[src/shared/scss_pkg.sv]
// package for the system clock source select block: map, fields, codes, timing
package scss_pkg;

    ////////////////////////////////////////////////////////////////////////////
    // register bus
    localparam int ADDR_W = 8;
    localparam int DATA_W = 8;

    localparam logic [ADDR_W-1:0] OFF_OSC_CTRL   = 8'h00;
    localparam logic [ADDR_W-1:0] OFF_IRQ_STATUS = 8'h01;
    localparam logic [ADDR_W-1:0] OFF_IRQ_MASK   = 8'h02;
    localparam logic [ADDR_W-1:0] OFF_CLK_STATE  = 8'h03;

    ////////////////////////////////////////////////////////////////////////////
    // oscillator control unlock values and layout
    localparam logic [DATA_W-1:0] UNLOCK_FIRST   = 8'h07;
    localparam logic [DATA_W-1:0] UNLOCK_SECOND  = 8'h18;
    localparam logic [DATA_W-1:0] OSC_CTRL_RESET = 8'h80;
    localparam logic [DATA_W-1:0] OSC_CTRL_MASK  = 8'hE7;

    localparam int OSC_SEL_LSB    = 0;
    localparam int OSC_WDFAIL_BIT = 5;
    localparam int OSC_XTAL_BIT   = 6;
    localparam int OSC_IPO_BIT    = 7;

    // clock source codes
    localparam logic [2:0] SRC_IPO_FAST = 3'h0;
    localparam logic [2:0] SRC_IPO_SLOW = 3'h1;
    localparam logic [2:0] SRC_XTAL     = 3'h2;
    localparam logic [2:0] SRC_WDT_OSC  = 3'h3;
    localparam logic [2:0] SRC_EXT_PIN  = 3'h4;

    ////////////////////////////////////////////////////////////////////////////
    // interrupt status bits
    localparam int IRQ_W         = 3;
    localparam int ST_WDT_FAIL   = 0;
    localparam int ST_RECOVERED  = 1;
    localparam int ST_IGNORED_WR = 2;

    ////////////////////////////////////////////////////////////////////////////
    // timing
    localparam int CLK_MHZ              = 25;
    localparam int WDT_FAIL_TIME_US     = 400;
    localparam int WDT_FAIL_CYCLES      = WDT_FAIL_TIME_US * CLK_MHZ;
    localparam int SMR_IPO_CYC_XTAL_OFF = 66;
    localparam int SMR_IPO_CYC_XTAL_ON  = 5000;

    ////////////////////////////////////////////////////////////////////////////
    // types
    typedef enum logic [1:0] {
        LOCK_IDLE,
        LOCK_FIRST,
        LOCK_OPEN
    } scss_lock_t;

    typedef struct packed {
        logic              wr;
        logic              rd;
        logic [ADDR_W-1:0] addr;
        logic [DATA_W-1:0] wdata;
    } scss_bus_req_t;

    typedef struct packed {
        logic       ipo_en;
        logic       xtal_en;
        logic       wdt_osc_fail_detect_en;
        logic [1:0] rsvd;
        logic [2:0] clock_source_select;
    } scss_osc_ctrl_t;

endpackage : scss_pkg

[src/hw/scss_top.sv]
// system clock source select: locked oscillator control, fail detect, stop recovery
//
// Operation
// - after unlock pair, next write loads and relocks
// - any other write sequence leaves register unchanged
// - unlock values ordered, gaps allowed, progress kept
// - other register accesses never disturb unlock state
// - three-bit field picks system clock source
// - fail detect bit enables watchdog oscillator monitor
// - stop recovery waits 66 or 5000 oscillator cycles
//
// Added by the designer: the register offsets and the address-and-strobe port.
`timescale 1ns/1ps

module scss_top #(
    parameter logic [7:0] UNLOCK_FIRST_VAL = scss_pkg::UNLOCK_FIRST,
    parameter int         WDT_FAIL_CYC     = scss_pkg::WDT_FAIL_CYCLES,
    parameter int         SMR_SHORT_CYC    = scss_pkg::SMR_IPO_CYC_XTAL_OFF,
    parameter int         SMR_LONG_CYC     = scss_pkg::SMR_IPO_CYC_XTAL_ON
) (
    // clock and reset
    input  wire logic                   clk,
    input  wire logic                   rst_n,
    // register port
    input  wire scss_pkg::scss_bus_req_t bus_req,
    output logic [scss_pkg::DATA_W-1:0] rd_data_q,
    // oscillator side
    input  wire logic                   ipo_tick,
    input  wire logic                   wdt_osc_tick,
    input  wire logic                   stop_recover_req,
    // clock control outputs
    output logic [2:0]                  clk_sel_q,
    output logic                        ipo_en_q,
    output logic                        xtal_en_q,
    output logic                        wdt_fail_en_q,
    output logic                        wdt_osc_fail_q,
    output logic                        recovery_busy_q,
    output logic                        resume_q,
    // interrupt
    output logic                        irq_q
);
    import scss_pkg::*;

    localparam int WDT_CNT_W = $clog2(WDT_FAIL_CYC + 1);
    localparam int SMR_CNT_W = $clog2(SMR_LONG_CYC + 1);
    localparam logic [WDT_CNT_W-1:0] WDT_LIMIT = WDT_CNT_W'(WDT_FAIL_CYC);
    localparam logic [SMR_CNT_W-1:0] SMR_SHORT = SMR_CNT_W'(SMR_SHORT_CYC);
    localparam logic [SMR_CNT_W-1:0] SMR_LONG  = SMR_CNT_W'(SMR_LONG_CYC);

    ////////////////////////////////////////////////////////////////////////////
    // reset release
    logic rst_meta_q;
    logic rst_q_n;

    always_ff @(posedge clk or negedge rst_n) begin
        if (!rst_n) begin
            rst_meta_q <= 1'b0;
            rst_q_n    <= 1'b0;
        end else begin
            rst_meta_q <= 1'b1;
            rst_q_n    <= rst_meta_q;
        end
    end

    ////////////////////////////////////////////////////////////////////////////
    // decode
    scss_lock_t     lock_q;
    scss_osc_ctrl_t osc_q;
    logic [IRQ_W-1:0] status_q;
    logic [IRQ_W-1:0] mask_q;
    logic [IRQ_W-1:0] evt;
    logic [IRQ_W-1:0] w1c;
    logic             osc_wr;
    logic             osc_load;
    logic             wr_ignored;
    logic             fail_evt;
    logic [WDT_CNT_W-1:0] wdt_cnt_q;
    logic [SMR_CNT_W-1:0] smr_cnt_q;

    assign osc_wr   = bus_req.wr && (bus_req.addr == OFF_OSC_CTRL);
    assign osc_load = osc_wr && (lock_q == LOCK_OPEN);

    always_comb begin
        wr_ignored = 1'b0;
        if (osc_wr) begin
            unique case (lock_q)
                LOCK_IDLE:  wr_ignored = (bus_req.wdata != UNLOCK_FIRST_VAL);
                LOCK_FIRST: wr_ignored = (bus_req.wdata != UNLOCK_SECOND);
                LOCK_OPEN:  wr_ignored = 1'b0;
            endcase
        end
    end

    ////////////////////////////////////////////////////////////////////////////
    // unlock sequencer; only oscillator control writes move it
    always_ff @(posedge clk or negedge rst_q_n) begin
        if (!rst_q_n) begin
            lock_q <= LOCK_IDLE;
        end else if (osc_wr) begin
            unique case (lock_q)
                LOCK_IDLE: begin
                    if (bus_req.wdata == UNLOCK_FIRST_VAL) begin
                        lock_q <= LOCK_FIRST;
                    end
                end
                LOCK_FIRST: begin
                    // a wrong second value drops back; the pair must restart
                    lock_q <= (bus_req.wdata == UNLOCK_SECOND) ? LOCK_OPEN : LOCK_IDLE;
                end
                LOCK_OPEN: begin
                    lock_q <= LOCK_IDLE;
                end
            endcase
        end
    end

    ////////////////////////////////////////////////////////////////////////////
    // oscillator control register
    always_ff @(posedge clk or negedge rst_q_n) begin
        if (!rst_q_n) begin
            osc_q <= scss_osc_ctrl_t'(OSC_CTRL_RESET);
        end else if (osc_load) begin
            osc_q <= scss_osc_ctrl_t'(bus_req.wdata & OSC_CTRL_MASK);
        end
    end

    assign ipo_en_q      = osc_q.ipo_en;
    assign xtal_en_q     = osc_q.xtal_en;
    assign wdt_fail_en_q = osc_q.wdt_osc_fail_detect_en;

    // reserved codes keep the running source; switching to nothing would stop the chip
    always_ff @(posedge clk or negedge rst_q_n) begin
        if (!rst_q_n) begin
            clk_sel_q <= SRC_IPO_FAST;
        end else if (osc_load && (bus_req.wdata[OSC_SEL_LSB +: 3] <= SRC_EXT_PIN)) begin
            clk_sel_q <= bus_req.wdata[OSC_SEL_LSB +: 3];
        end
    end

    ////////////////////////////////////////////////////////////////////////////
    // watchdog oscillator failure monitor
    assign fail_evt = wdt_fail_en_q && !wdt_osc_fail_q && !wdt_osc_tick
                      && (wdt_cnt_q == WDT_LIMIT - 1'b1);

    always_ff @(posedge clk or negedge rst_q_n) begin
        if (!rst_q_n) begin
            wdt_cnt_q      <= '0;
            wdt_osc_fail_q <= 1'b0;
        end else if (!wdt_fail_en_q || wdt_osc_tick) begin
            wdt_cnt_q      <= '0;
            wdt_osc_fail_q <= 1'b0;
        end else if (fail_evt) begin
            wdt_cnt_q      <= WDT_LIMIT;
            wdt_osc_fail_q <= 1'b1;
        end else if (!wdt_osc_fail_q) begin
            wdt_cnt_q <= wdt_cnt_q + 1'b1;
        end
    end

    ////////////////////////////////////////////////////////////////////////////
    // stop mode recovery delay, counted in internal oscillator ticks
    always_ff @(posedge clk or negedge rst_q_n) begin
        if (!rst_q_n) begin
            smr_cnt_q       <= '0;
            recovery_busy_q <= 1'b0;
            resume_q        <= 1'b0;
        end else begin
            resume_q <= 1'b0;
            if (!recovery_busy_q) begin
                if (stop_recover_req) begin
                    recovery_busy_q <= 1'b1;
                    smr_cnt_q       <= xtal_en_q ? SMR_LONG : SMR_SHORT;
                end
            end else if (ipo_tick) begin
                if (smr_cnt_q == SMR_CNT_W'(1)) begin
                    recovery_busy_q <= 1'b0;
                    resume_q        <= 1'b1;
                end
                smr_cnt_q <= smr_cnt_q - 1'b1;
            end
        end
    end

    ////////////////////////////////////////////////////////////////////////////
    // interrupt status, mask and output; a set wins over a same-cycle clear
    always_comb begin
        evt                = '0;
        evt[ST_WDT_FAIL]   = fail_evt;
        evt[ST_RECOVERED]  = recovery_busy_q && ipo_tick && (smr_cnt_q == SMR_CNT_W'(1));
        evt[ST_IGNORED_WR] = wr_ignored;
        w1c = (bus_req.wr && (bus_req.addr == OFF_IRQ_STATUS)) ? bus_req.wdata[IRQ_W-1:0] : '0;
    end

    always_ff @(posedge clk or negedge rst_q_n) begin
        if (!rst_q_n) begin
            status_q <= '0;
        end else begin
            status_q <= (status_q & ~w1c) | evt;
        end
    end

    always_ff @(posedge clk or negedge rst_q_n) begin
        if (!rst_q_n) begin
            mask_q <= '0;
        end else if (bus_req.wr && (bus_req.addr == OFF_IRQ_MASK)) begin
            mask_q <= bus_req.wdata[IRQ_W-1:0];
        end
    end

    always_ff @(posedge clk or negedge rst_q_n) begin
        if (!rst_q_n) begin
            irq_q <= 1'b0;
        end else begin
            irq_q <= |(status_q & mask_q);
        end
    end

    ////////////////////////////////////////////////////////////////////////////
    // read data, one cycle after the strobe; unmapped reads return zero
    always_ff @(posedge clk or negedge rst_q_n) begin
        if (!rst_q_n) begin
            rd_data_q <= '0;
        end else if (bus_req.rd) begin
            unique case (bus_req.addr)
                OFF_OSC_CTRL:   rd_data_q <= osc_q;
                OFF_IRQ_STATUS: rd_data_q <= {{(DATA_W-IRQ_W){1'b0}}, status_q};
                OFF_IRQ_MASK:   rd_data_q <= {{(DATA_W-IRQ_W){1'b0}}, mask_q};
                OFF_CLK_STATE:  rd_data_q <= {2'b00, clk_sel_q, recovery_busy_q, lock_q};
                default:        rd_data_q <= '0;
            endcase
        end else begin
            rd_data_q <= '0;
        end
    end

    ////////////////////////////////////////////////////////////////////////////
    // checks
    logic [SMR_CNT_W-1:0] smr_seen_q;
    logic [SMR_CNT_W-1:0] smr_tgt_q;

    always_ff @(posedge clk or negedge rst_q_n) begin
        if (!rst_q_n) begin
            smr_seen_q <= '0;
            smr_tgt_q  <= '0;
        end else if (!recovery_busy_q && stop_recover_req) begin
            smr_seen_q <= '0;
            smr_tgt_q  <= xtal_en_q ? SMR_LONG : SMR_SHORT;
        end else if (recovery_busy_q && ipo_tick) begin
            smr_seen_q <= smr_seen_q + 1'b1;
        end
    end

    property p_open_loads;
        @(posedge clk) disable iff (!rst_q_n)
        osc_load |=> (osc_q == $past(bus_req.wdata & OSC_CTRL_MASK)) && (lock_q == LOCK_IDLE);
    endproperty
    a_open_loads: assert property (p_open_loads) else $error("open write not loaded");

    property p_locked_keeps;
        @(posedge clk) disable iff (!rst_q_n)
        (bus_req.wr && !osc_load) |=> $stable(osc_q);
    endproperty
    a_locked_keeps: assert property (p_locked_keeps) else $error("locked reg changed");

    property p_pair_order;
        @(posedge clk) disable iff (!rst_q_n)
        (osc_wr && lock_q == LOCK_FIRST && bus_req.wdata == UNLOCK_SECOND) ##1
        (!osc_wr)[*2] |-> lock_q == LOCK_OPEN;
    endproperty
    a_pair_order: assert property (p_pair_order) else $error("unlock progress lost");

    property p_other_access;
        @(posedge clk) disable iff (!rst_q_n)
        !osc_wr |=> $stable(lock_q);
    endproperty
    a_other_access: assert property (p_other_access) else $error("lock state disturbed");

    property p_sel_follows;
        @(posedge clk) disable iff (!rst_q_n)
        (osc_load && bus_req.wdata[2:0] <= SRC_EXT_PIN) |=> clk_sel_q == $past(bus_req.wdata[2:0]);
    endproperty
    a_sel_follows: assert property (p_sel_follows) else $error("source not selected");

    property p_sel_legal;
        @(posedge clk) disable iff (!rst_q_n)
        clk_sel_q <= SRC_EXT_PIN;
    endproperty
    a_sel_legal: assert property (p_sel_legal) else $error("reserved source active");

    property p_fail_off;
        @(posedge clk) disable iff (!rst_q_n)
        (!wdt_fail_en_q || wdt_osc_tick) |=> !wdt_osc_fail_q;
    endproperty
    a_fail_off: assert property (p_fail_off) else $error("fail flag while off");

    property p_fail_rise;
        @(posedge clk) disable iff (!rst_q_n)
        $rose(wdt_osc_fail_q) |-> $past(wdt_cnt_q) == WDT_LIMIT - 1'b1 && status_q[ST_WDT_FAIL];
    endproperty
    a_fail_rise: assert property (p_fail_rise) else $error("fail timing wrong");

    property p_smr_count;
        @(posedge clk) disable iff (!rst_q_n)
        resume_q |-> (smr_seen_q == smr_tgt_q) && !recovery_busy_q;
    endproperty
    a_smr_count: assert property (p_smr_count) else $error("recovery count wrong");

    property p_reset_locked;
        @(posedge clk)
        !rst_q_n |-> lock_q == LOCK_IDLE;
    endproperty
    a_reset_locked: assert property (p_reset_locked) else $error("not locked in reset");

    property p_irq;
        @(posedge clk) disable iff (!rst_q_n)
        |(status_q & mask_q) |=> irq_q;
    endproperty
    a_irq: assert property (p_irq) else $error("irq not raised");

endmodule : scss_top

[config.mk]
export PLATFORM = sky130hd
export DESIGN_NAME = scss_top
export DESIGN_NICKNAME = d
export VERILOG_FILES = /design/src/shared/scss_pkg.sv /design/src/hw/scss_top.sv
export SDC_FILE = /design/constraint.sdc
export NUM_CORES = 1
export LEC_CHECK = 0
export BUFFER_PORTS_ARGS = -buffer_cell sky130_fd_sc_hd__clkbuf_2
export CORE_MARGIN = 2
export CORE_UTILIZATION = 50
export CTS_CLUSTER_DIAMETER = 120
export CTS_CLUSTER_SIZE = 12
export DETAILED_ROUTE_END_ITERATION = 6
export HOLD_SLACK_MARGIN = 0.1
export PLACE_DENSITY = 0.73
export SYNTH_ARGS = -nofsm -noshare
export SYNTH_HDL_FRONTEND = slang
export SYNTH_SLANG_ARGS = --single-unit
[constraint.sdc]
create_clock -name clk -period 1.81 [get_ports clk]
set_input_delay 0.181 -clock clk [delete_from_list [all_inputs] [get_ports clk]]
set_output_delay 0.181 -clock clk [all_outputs]
set_load 0.005 [all_outputs]
==> reports/qor.log, run 1 <==
qor: power_and_ir_drop.irDropWorstVdd 0.000614 V
qor: route.drc_violation_count_after_routing 0
qor: route.postRouteAntennaNets 0
qor: place.gp_routability_congestion 0.919
qor: timing.maxSlewHeadroom 61.4%
qor: route.drt_pre_antenna_iters 4
qor: clock_network.cts.htree.levels 3
qor: power_and_ir_drop.cellLeakagePower 1.66 nW
qor: yosys.synth_top_cells_by_count dfrtp_1 (57), nor2_1 (29), nand2_1 (15)
qor: place.numPlacedInstances 374
qor: yosys.synth_top_cells_by_area dfrtp_1 (49%), nor2_1 (3.7%), ha_1 (2.6%)
qor: cells_and_area.finish.cell_count_without_fillers 393
qor: timing.grt_setup_unrepaired no
qor: yosys.ys_dominant_reg_cell dfrtp_1
qor: clock_network.clk-insertion-delay-late 330 ps
qor: worst_setup_path.timing_worst_setup_path_type flip-flop to flip-flop
qor: yosys.synth-edff-count 0
qor: yosys.synth_top_cell_by_area dfrtp_1
qor: global_route.grt_first_pass_wirelength 10.7 mm
qor: floorplan.die_h 80.6 um
qor: timing.fin_skew 6.51 ps
qor: timing.worst_slew_pin_slew 574 ps
qor: yosys.synth.cell_area 2930 um^2
qor: global_route.grt_start_max_net_pins 51
qor: route.drt-wirelength-per-cell 16.0 um
qor: timing.finalWorstPathRequiredPeriod 1680 ps
qor: yosys.synthCells 267
qor: route.met1_length 2.96 mm
qor: worst_setup_path.worstSetupEndpointType flip-flop
qor: clock_network.tritoncts.num_buffers 9
qor: place.numPortBuffers 40
qor: floorplan.design.die.area 6490 um^2
qor: clock_network.cts.repair.resized 0
qor: clock_network.cts.hold.buffers_added 2
qor: global_route.grt_overflow 0
qor: route.routed-via-count 2233
qor: cells_and_area.num_antenna_cells 0
qor: timing.hold_viol 0
qor: floorplan.initial_utilization 52.6%
qor: route.viasPerCell 5.68
qor: yosys.synth_cell_types 59
qor: timing.timing.setup.tns 0 ps
qor: timing.slew_violations 0
qor: yosys.syn-mean-instance-area 11.0 um^2
qor: clock_network.worst_setup_hold_path_clk_slew 70 ps
qor: hold_path.hold_class flip-flop to asynchronous set/reset pin
qor: yosys.post-synth-top-area-fraction 48.6%
qor: yosys.synth_sequential_area_ratio 49.5%
qor: floorplan.die_width 80.6 um
qor: clock_network.cts.path.max_buffers 2
qor: place.detailed_place_hpwl 4.43 mm
qor: clock_network.clock_sink_count 58
qor: worst_setup_path.startpoint_type flip-flop
qor: route.wl_met3 289 um
qor: outcome.run_status completed
qor: clock_network.postCtsSetupBuffers 0
qor: route.wl 6.30 mm
qor: floorplan.core_area 5570 um^2
qor: yosys.synth_warnings 0
qor: cells_and_area.area_delta_synth_final 19.0%
qor: worst_setup_path.worst-endpoint-required 2010 ps
qor: yosys.synth-async-reset-ratio 100%
qor: clock_network.cts_tree done
qor: yosys.syn_nets 296
qor: timing.finalSetupViolCount 0
qor: timing.fmax 0.596 GHz
qor: floorplan.rows 27
qor: floorplan.ioPinCount 41
qor: clock_network.cts-root-buf clkbuf_8
qor: worst_setup_path.worst-endpoint-arrival 1880 ps
qor: yosys.cell_with_the_most_instances_after_synthesis dfrtp_1
qor: power_and_ir_drop.powerDensity 1040 nW/um^2
qor: global_route.global_route_usage_over_all_layers 21.8%
qor: cells_and_area.layout_cell_share_with_drive_strength_beyond_1 26.2%
qor: cells_and_area.finish.net_count 345
qor: route.route.met2.wl 2.99 mm
qor: timing.min_period_over_period 92.8%
qor: route.first_iter_violations 125
qor: yosys.flip_flop_and_latch_count_after_synthesis 58
qor: route.topRoutingLayerUsed met4
qor: global_route.antenna_found_initial 0
qor: worst_setup_path.critPathMaxFanout 6
qor: job.max_cap_violations 0
qor: global_route.first_global_vias 2252
## stage by stage
step / total power (W) / setup slack, ps / cell area (um^2) / hold slack [ps] / util, %
after floorplan: 0.00197 / 77.4 / 2930 / -115 / -
after global placement: 0.00211 / 298 / 3210 / -33.6 / 57.6
after detailed placement: 0.00213 / 178 / 3210 / -30.3 / 57.6
after CTS: 0.00363 / 141 / 3480 / 101 / 62.4
after global routing: 0.00380 / 14.6 / 3490 / 118 / 62.6
final: 0.00362 / 131 / 3490 / 103 / 62.6
## routing by layer
metal / up-vias / GRT usage (%)
li1: 1070 / -
met1: 1094 / 29.8
met2: 62 / 34.3
met3: 7 / 5.84
met4: 0 / 6.10
met5: - / 0
## cells in the final DEF (no fill, tap or decap), types with 6 or more instances in the layout
cell / n
xnor2_1: 8
mux2i_1: 6
nand3_1: 12
nand2_1: 15
nor2_1: 29
nor4_1: 6
ha_1: 6
and2_1: 6
inv_1: 6
o21ai_0: 11
clkbuf_2: 40
xor2_1: 6
dfrtp_1: 56
clkbuf_8: 11
nand4_1: 10
## flip-flops by register name, summed over array words and instances, names as in the netlist
name             count
clk_sel_q            3
ipo_en_q             1
irq_q                1
lock_q               2
mask_q               3
osc_q                3
rd_data_q            8
recovery_busy_q      1
resume_q             1
rst_meta_q           1
rst_q_n              1
smr_cnt_q           13
status_q             3
wdt_cnt_q           14
wdt_fail_en_q        1
wdt_osc_fail_q       1
xtal_en_q            1
## report_power, final
| group | switching (W) | total (W) | internal (W) |
|---|---|---|---|
| clock network | 0.000511 | 0.00150 | 0.000985 |
| registers | 0.000173 | 0.00162 | 0.00145 |
| logic | 0.000260 | 0.000506 | 0.000246 |
| total | 0.000944 | 0.00362 | 0.00268 |
## final timing paths
check,cells after the start,end,slack [ps],start
max,4,wdt_cnt_q[7],130,wdt_cnt_q[4]
min reg2reg,0,irq_q,100,rst_q_n
max in group asynchronous,1,ipo_en_q,1150,rst_q_n
min in group clk,2,xtal_en_q,130,bus_req[6]
max reg2reg,4,wdt_cnt_q[7],130,wdt_cnt_q[4]
min,0,irq_q,100,rst_q_n
## layout make-up
| cell class | count | area (um^2) |
|---|---|---|
| Tap cell | 72 | 90.1 |
| Clock buffer | 11 | 151 |
| Multi-Input combinational cell | 193 | 1390 |
| Inverter | 6 | 22.5 |
| Sequential cell | 58 | 1450 |
| Fill cell | 456 | 2080 |
| Timing Repair Buffer | 48 | 280 |
| Clock inverter | 5 | 100 |
## critical path, stage by stage, from the launching register on
cell and delay [ps]:
dfrtp_1 440, nor4bb_1 410, nand4_1 180, o21ai_1 410, nor2_1 110
## cells by family (layout without fill, tap and decap cells)
group	count (synthesis)	count (layout)	synth area share [%]
fa+ha+maj	6	6	2.56
simple gates	119	119	23.8
mux	19	19	8.83
buf+inv	16	70	2.99
xor+xnor	14	14	4.18
flops	58	58	49.5
other cells	1	1	0.128
compound gates	34	34	7.94
No activity file was read; power rests on OpenSTA's default activity.
==> run 2, diff against run 1 <==
HOLD_SLACK_MARGIN = 0.15   (was 0.1)
SETUP_SLACK_MARGIN = 0.15   (was unset)
SLEW_MARGIN = 40   (was unset)
==> run 2 against run 1 <==
  * Die area is the same
  * Non-clock buffer count grew 4
  * Fmax grew 7.9%
==> reports/qor.log, run 2 (same netlist as run 1, synthesis figures left out) <==
qor: timing.min_period_over_period 85.9%
qor: clock_network.clock_sink_count 58
qor: floorplan.die_h 80.6 um
qor: cells_and_area.sequential_cell_area 1450 um^2
qor: route.postRouteAntennaNets 0
qor: timing.fmax 0.643 GHz
qor: global_route.grt_start_max_net_pins 57
qor: power_and_ir_drop.switching_share 28.1%
qor: power_and_ir_drop.irDropWorstVdd 0.000791 V
qor: global_route.global_route_usage_over_all_layers 21.4%
qor: place.numPortBuffers 40
qor: worst_setup_path.timing.critical_path.max_delay_family buffers and inverters
qor: worst_setup_path.worstSetupEndpointType flip-flop
qor: worst_setup_path.critPathMaxFanout 3
qor: floorplan.design.die.area 6490 um^2
qor: floorplan.ioPinCount 41
qor: worst_setup_path.critical_path.slowest_cell dlygate4sd3_1
qor: worst_setup_path.timing_worst_setup_path_type input pin to flip-flop
qor: clock_network.cts.htree.levels 3
qor: route.viasPerCell 5.64
qor: worst_setup_path.worstPathBufferInverterCount 2
qor: worst_setup_path.r2r_end wdt_cnt_q[10]
qor: place.gp_routability_congestion 0.887
qor: route.drt-wirelength-per-cell 15.4 um
qor: worst_setup_path.worst_r2r_startpoint wdt_cnt_q[1]
qor: hold_path.worstHoldStart ipo_tick
qor: floorplan.die_width 80.6 um
qor: cells_and_area.commonest_non_fill_non_tap_cells_in_the_layout dfrtp_1 (56), clkbuf_2 (40), nor2_1 (29)
qor: power_and_ir_drop.cellLeakagePower 1.65 nW
qor: clock_network.tritoncts.num_buffers 9
qor: clock_network.cts-root-buf clkbuf_8
qor: worst_setup_path.crit_chain dlygate4sd3_1, clkbuf_2, nor3_1, nand4_1, a21o_1, mux2i_1
qor: timing.hold_slack 184 ps
qor: route.drc_violation_count_after_routing 0
qor: cells_and_area.layout_cell_share_with_drive_strength_beyond_1 27.4%
qor: worst_setup_path.worst-r2r-setup-slack 260 ps
qor: route.routed-via-count 2239
qor: clock_network.clk-insertion-delay-late 340 ps
qor: power_and_ir_drop.proportion_of_power_drawn_by_combinational_gates 14.9%
qor: worst_setup_path.critical_path.startpoint bus_req[5]
qor: worst_setup_path.reg2reg_depth 5
qor: clock_network.cts_tree done
qor: floorplan.rows 27
qor: timing.hold_viol 0
qor: route.drt_pre_antenna_iters 4
qor: cells_and_area.num_antenna_cells 0
qor: job.max_cap_violations 0
qor: cells_and_area.multi_input_comb_area 1410 um^2
qor: power_and_ir_drop.cell_internal_pwr 0.00240 W
qor: timing.finalWorstPathRequiredPeriod 1560 ps
qor: power_and_ir_drop.seqPwrFrac 48.6%
qor: worst_setup_path.worst-endpoint-required 2030 ps
qor: place.detailed_place_hpwl 4.27 mm
qor: cells_and_area.registers.top_by_ff_count wdt_cnt_q
qor: global_route.first_global_vias 2165
qor: cells_and_area.final_util 62.8%
qor: power_and_ir_drop.powerDensity 954 nW/um^2
qor: clock_network.worst_setup_hold_path_clk_slew 70 ps
qor: global_route.grt_overflow 0
qor: global_route.grt_first_pass_wirelength 10.4 mm
qor: power_and_ir_drop.clkPwrFrac 36.5%
qor: timing.final_critical_path_setup_slack 254 ps
qor: floorplan.core_area 5570 um^2
qor: timing.timing.setup.tns 0 ps
qor: timing.fin_skew 11.0 ps
qor: clock_network.cts.path.max_buffers 2
qor: hold_path.hold_class input pin to flip-flop
qor: cells_and_area.fillers 460
qor: timing.slew_violations 0
qor: cells_and_area.layout_commonest_cell dfrtp_1
qor: worst_setup_path.critical_path_depth 6
qor: cells_and_area.layout_top_registers wdt_cnt_q x14, smr_cnt_q x13, rd_data_q x8
qor: worst_setup_path.cp_slowest_stage_delay 530 ps
qor: worst_setup_path.worst-endpoint-arrival 1780 ps
qor: route.first_iter_violations 132
qor: cells_and_area.max_ffs_per_register 14
qor: cells_and_area.area_delta_synth_final 19.3%
qor: timing.grt_setup_unrepaired no
qor: power_and_ir_drop.power_switching 0.000937 W
qor: worst_setup_path.startpoint_type input pin
qor: global_route.antenna_found_initial 0
qor: floorplan.initial_utilization 52.6%
qor: cells_and_area.finish.net_count 349
qor: outcome.run_status completed
qor: route.wl 6.10 mm
qor: place.pre_cts_slack 164 ps
qor: timing.finalSetupViolCount 0
qor: worst_setup_path.worst_setup_path_endpoint lock_q[0]
-- run 2: cell types whose count changed in the layout (fill, tap and decap cells not counted) --
cell | before | now
bufinv_16 | 3 | 1
nor4bb_1 | 1 | 0
ha_2 | 0 | 1
clkinv_2 | 2 | 3
dlygate4sd3_1 | 3 | 6
buf_4 | 4 | 5
nor4_2 | 1 | 2
nor4bb_2 | 0 | 1
o21ai_1 | 1 | 0
o21ai_2 | 0 | 1
clkinvlp_4 | 0 | 1
ha_1 | 6 | 5
nor4_1 | 6 | 5
-- run 2: metal layers --
| metal | wire (um) | part of all wire (%) | GRT usage [%] |
|---|---|---|---|
| met3 | 227 | 3.7 | 5.06 |
| met5 | 0 | 0 | 0 |
| met2 | 2880 | 47 | 32.0 |
| met4 | 103 | 1.7 | 7.63 |
| met1 | 2890 | 47 | 30.5 |
-- run 2: worst min-delay path by stage --
| stage | end | slack [ps] | cells past startpoint |
|---|---|---|---|
| 2_1_floorplan | rst_meta_q | -110 | 0 |
| 6_report | smr_cnt_q[1] | 180 | 2 |
| 3_5_place_dp | rst_meta_q | -30 | 1 |
| 3_3_place_gp | rst_meta_q | -30 | 1 |
| 4_1_cts | smr_cnt_q[1] | 170 | 2 |
| 5_1_grt | smr_cnt_q[1] | 200 | 2 |
-- run 2: power groups by stage --
stage,clock [W],combinational [W],sequential [W]
2_1_floorplan,0,0.000358,0.00161
3_3_place_gp,0,0.000482,0.00163
3_5_place_dp,0,0.000496,0.00163
4_1_cts,0.00124,0.000505,0.00162
5_1_grt,0.00130,0.000574,0.00164
6_report,0.00122,0.000498,0.00162
-- run 2: final cells by class --
cell class | instances | area share (%)
Clock buffer | 11 | 4.33
Clock inverter | 5 | 1.50
Inverter | 6 | 0.644
Multi-Input combinational cell | 193 | 40.3
Sequential cell | 58 | 41.5
Tap cell | 72 | 2.57
Timing Repair Buffer | 52 | 9.08
-- run 2: worst register-to-register path, delay by kind of cell, from the launching register on --
family	cells	cell delay, ps
AO/OA/AOI/OAI	1	80
AND/OR/NAND/NOR	3	770
adder cells (fa/ha/maj)	1	220
flip-flops	1	400
-- run 2: stage by stage --
step / area, um^2 / instances / total power, W
final: 3500 / 397 / 0.00334
after global routing: 3500 / 397 / 0.00351
after CTS: 3480 / 396 / 0.00336
after detailed placement: 3210 / 374 / 0.00213
after global placement: 3210 / 374 / 0.00211
after floorplan: 2930 / 267 / 0.00197
-- run 2: timing repair --
action | 4_1_cts | 5_1_grt
resized for setup | 1 | 3
endpoints found under the setup margin | 2 | 7
pin swaps | 0 | 0
buffers inserted | 0 | 1
endpoints found under the hold margin | 6 | 0
hold buffers | 6 | 0
==> run 3, diff against run 2 <==
==> constraint.sdc (replaced) <==
create_clock -name clk -period 1.81 [get_ports clk]
set_input_delay 0.362 -clock clk [delete_from_list [all_inputs] [get_ports clk]]
set_output_delay 0.362 -clock clk [all_outputs]
set_load 0.005 [all_outputs]
==> run 3 against run 2 <==
  * Die area is the same
  * Cell count shrank 1.3%
  * Global-route usage down 0.32 points
  * Fmax is essentially flat
  * Highest routed layer unchanged
==> reports/qor.log, run 3 (same netlist as run 1, synthesis figures left out) <==
qor: power_and_ir_drop.seqPwrFrac 44.8%
qor: worst_setup_path.worst_r2r_startpoint wdt_cnt_q[0]
qor: place.gp_routability_congestion 0.867
qor: worst_setup_path.reg2reg_depth 5
qor: worst_setup_path.worst-endpoint-required 2050 ps
qor: clock_network.clk-insertion-delay-late 330 ps
qor: global_route.grt_overflow 0
qor: cells_and_area.area_delta_synth_final 18.8%
qor: floorplan.rows 27
qor: place.detailed_place_hpwl 4.45 mm
qor: global_route.grt_start_max_net_pins 57
qor: clock_network.cts-root-buf clkbuf_8
qor: global_route.grt_first_pass_wirelength 10.4 mm
qor: timing.min_period_over_period 85.9%
qor: worst_setup_path.r2r_end wdt_cnt_q[10]
qor: cells_and_area.multi_input_comb_area 1400 um^2
qor: route.postRouteAntennaNets 0
qor: floorplan.core_area 5570 um^2
qor: timing.grt_setup_unrepaired no
qor: worst_setup_path.worst-endpoint-arrival 1790 ps
qor: timing.hold_slack 255 ps
qor: clock_network.cts.htree.levels 3
qor: cells_and_area.layout_cell_share_with_drive_strength_beyond_1 27.2%
qor: worst_setup_path.startpoint_type flip-flop
qor: hold_path.hold_class flip-flop to asynchronous set/reset pin
qor: floorplan.die_width 80.6 um
qor: cells_and_area.layout_top_registers wdt_cnt_q x14, smr_cnt_q x13, rd_data_q x8
qor: cells_and_area.commonest_non_fill_non_tap_cells_in_the_layout dfrtp_1 (56), clkbuf_2 (40), nor2_1 (29)
qor: cells_and_area.num_antenna_cells 0
qor: place.numPlacedInstances 375
qor: cells_and_area.finish.cell_count_without_fillers 392
qor: route.drt-wirelength-per-cell 15.7 um
qor: cells_and_area.max_ffs_per_register 14
qor: floorplan.design.die.area 6490 um^2
qor: route.drt_pre_antenna_iters 4
qor: clock_network.postCtsSetupBuffers 0
qor: clock_network.clock_sink_count 58
qor: timing.fin_skew 7.58 ps
qor: route.viasPerCell 5.74
qor: clock_network.tritoncts.num_buffers 9
qor: timing.slew_violations 0
qor: timing.hold_viol 0
qor: global_route.antenna_found_initial 0
qor: cells_and_area.layout_commonest_cell dfrtp_1
qor: power_and_ir_drop.power_switching 0.000940 W
qor: route.routed-via-count 2250
qor: clock_network.worst_setup_hold_path_clk_slew 70 ps
qor: timing.finalWorstPathRequiredPeriod 1560 ps
qor: worst_setup_path.timing_worst_setup_path_type flip-flop to flip-flop
qor: timing.finalSetupViolCount 0
qor: outcome.run_status completed
qor: job.max_cap_violations 0
qor: clock_network.cts_tree done
qor: cells_and_area.final_util 62.5%
qor: power_and_ir_drop.switching_share 25.9%
qor: power_and_ir_drop.cellLeakagePower 1.65 nW
qor: cells_and_area.finish.net_count 344
qor: timing.timing.setup.tns 0 ps
qor: power_and_ir_drop.cell_internal_pwr 0.00269 W
qor: floorplan.ioPinCount 41
qor: global_route.global_route_usage_over_all_layers 21.1%
qor: cells_and_area.sequential_cell_area 1450 um^2
qor: global_route.first_global_vias 2172
qor: power_and_ir_drop.clkPwrFrac 41.1%
qor: worst_setup_path.worst-r2r-setup-slack 250 ps
qor: worst_setup_path.critPathMaxFanout 4
qor: route.drc_violation_count_after_routing 0
qor: timing.fmax 0.643 GHz
qor: power_and_ir_drop.proportion_of_power_drawn_by_combinational_gates 14.1%
qor: cells_and_area.registers.top_by_ff_count wdt_cnt_q
qor: power_and_ir_drop.powerDensity 1040 nW/um^2
qor: worst_setup_path.worstSetupEndpointType flip-flop
qor: floorplan.die_h 80.6 um
qor: floorplan.initial_utilization 52.6%
qor: route.first_iter_violations 137
qor: route.wl 6.14 mm
qor: power_and_ir_drop.irDropWorstVdd 0.000705 V
qor: cells_and_area.fillers 454
qor: place.numPortBuffers 40
qor: clock_network.cts.path.max_buffers 2
[run 3: changes by cell type in the layout (fill, tap and decap cells not counted), sizes merged]
cell,before,now
clkinvlp,1,0
bufinv,1,3
dlygate4sd3,6,1
clkinv,3,2
[run 3: worst max-delay path by stage]
stage | start | endpoint | slack [ps]
finish | wdt_cnt_q[0] | wdt_cnt_q[10] | 250
global route | wdt_cnt_q[5] | wdt_cnt_q[3] | 160
CTS | wdt_cnt_q[4] | wdt_cnt_q[11] | 210
detailed placement | bus_req[11] | osc_q[1] | 220
global placement | bus_req[15] | osc_q[1] | 250
floorplan | bus_req[0] | status_q[2] | 360
[run 3: area by class of cell]
class,count,area share [%]
timing repair buffer,47,7.68
multi-input combinational,193,40.1
inverter,6,0.646
sequential,58,41.7
clock buffer,11,4.34
clock inverter,5,2.87
tap,72,2.59
[run 3: critical path, stage by stage, from the launching register on]
cell and delay (ps):
dfrtp_1 410, ha_2 220, and3b_2 200, nand3_1 130, or4_1 410, o21ai_0 100
[run 3: metrics by stage]
| stage | instance area (um^2) | power, W | setup WS, ps |
|---|---|---|---|
| floorplan | 2930 | 0.00197 | 364 |
| global placement | 3220 | 0.00212 | 252 |
| detailed placement | 3220 | 0.00215 | 220 |
| CTS | 3480 | 0.00366 | 205 |
| global route | 3480 | 0.00382 | 159 |
| finish | 3480 | 0.00363 | 255 |
[run 3: metal layers]
layer,wire [um],up-vias,GRT usage (%)
met1,2790,1122,29.0
met3,231,9,3.48
li1,-,1066,-
met2,3040,53,32.8
met5,0,-,0
met4,77,0,9.66
[run 3: repair_timing]
| item | in CTS | in global routing |
|---|---|---|
| hold buffers | 1 | 0 |
| gates resized for setup | 0 | 2 |
| endpoints found under the setup margin | 0 | 9 |
| endpoints found under the hold margin | 2 | 0 |
[run 3: power by group through the flow]
stage               clock network [W]  logic (W)  registers, W
global route                  0.00160   0.000580       0.00165
finish                        0.00149   0.000510       0.00162
floorplan                           0   0.000358       0.00161
detailed placement                  0   0.000511       0.00163
global placement                    0   0.000490       0.00163
CTS                           0.00152   0.000515       0.00162
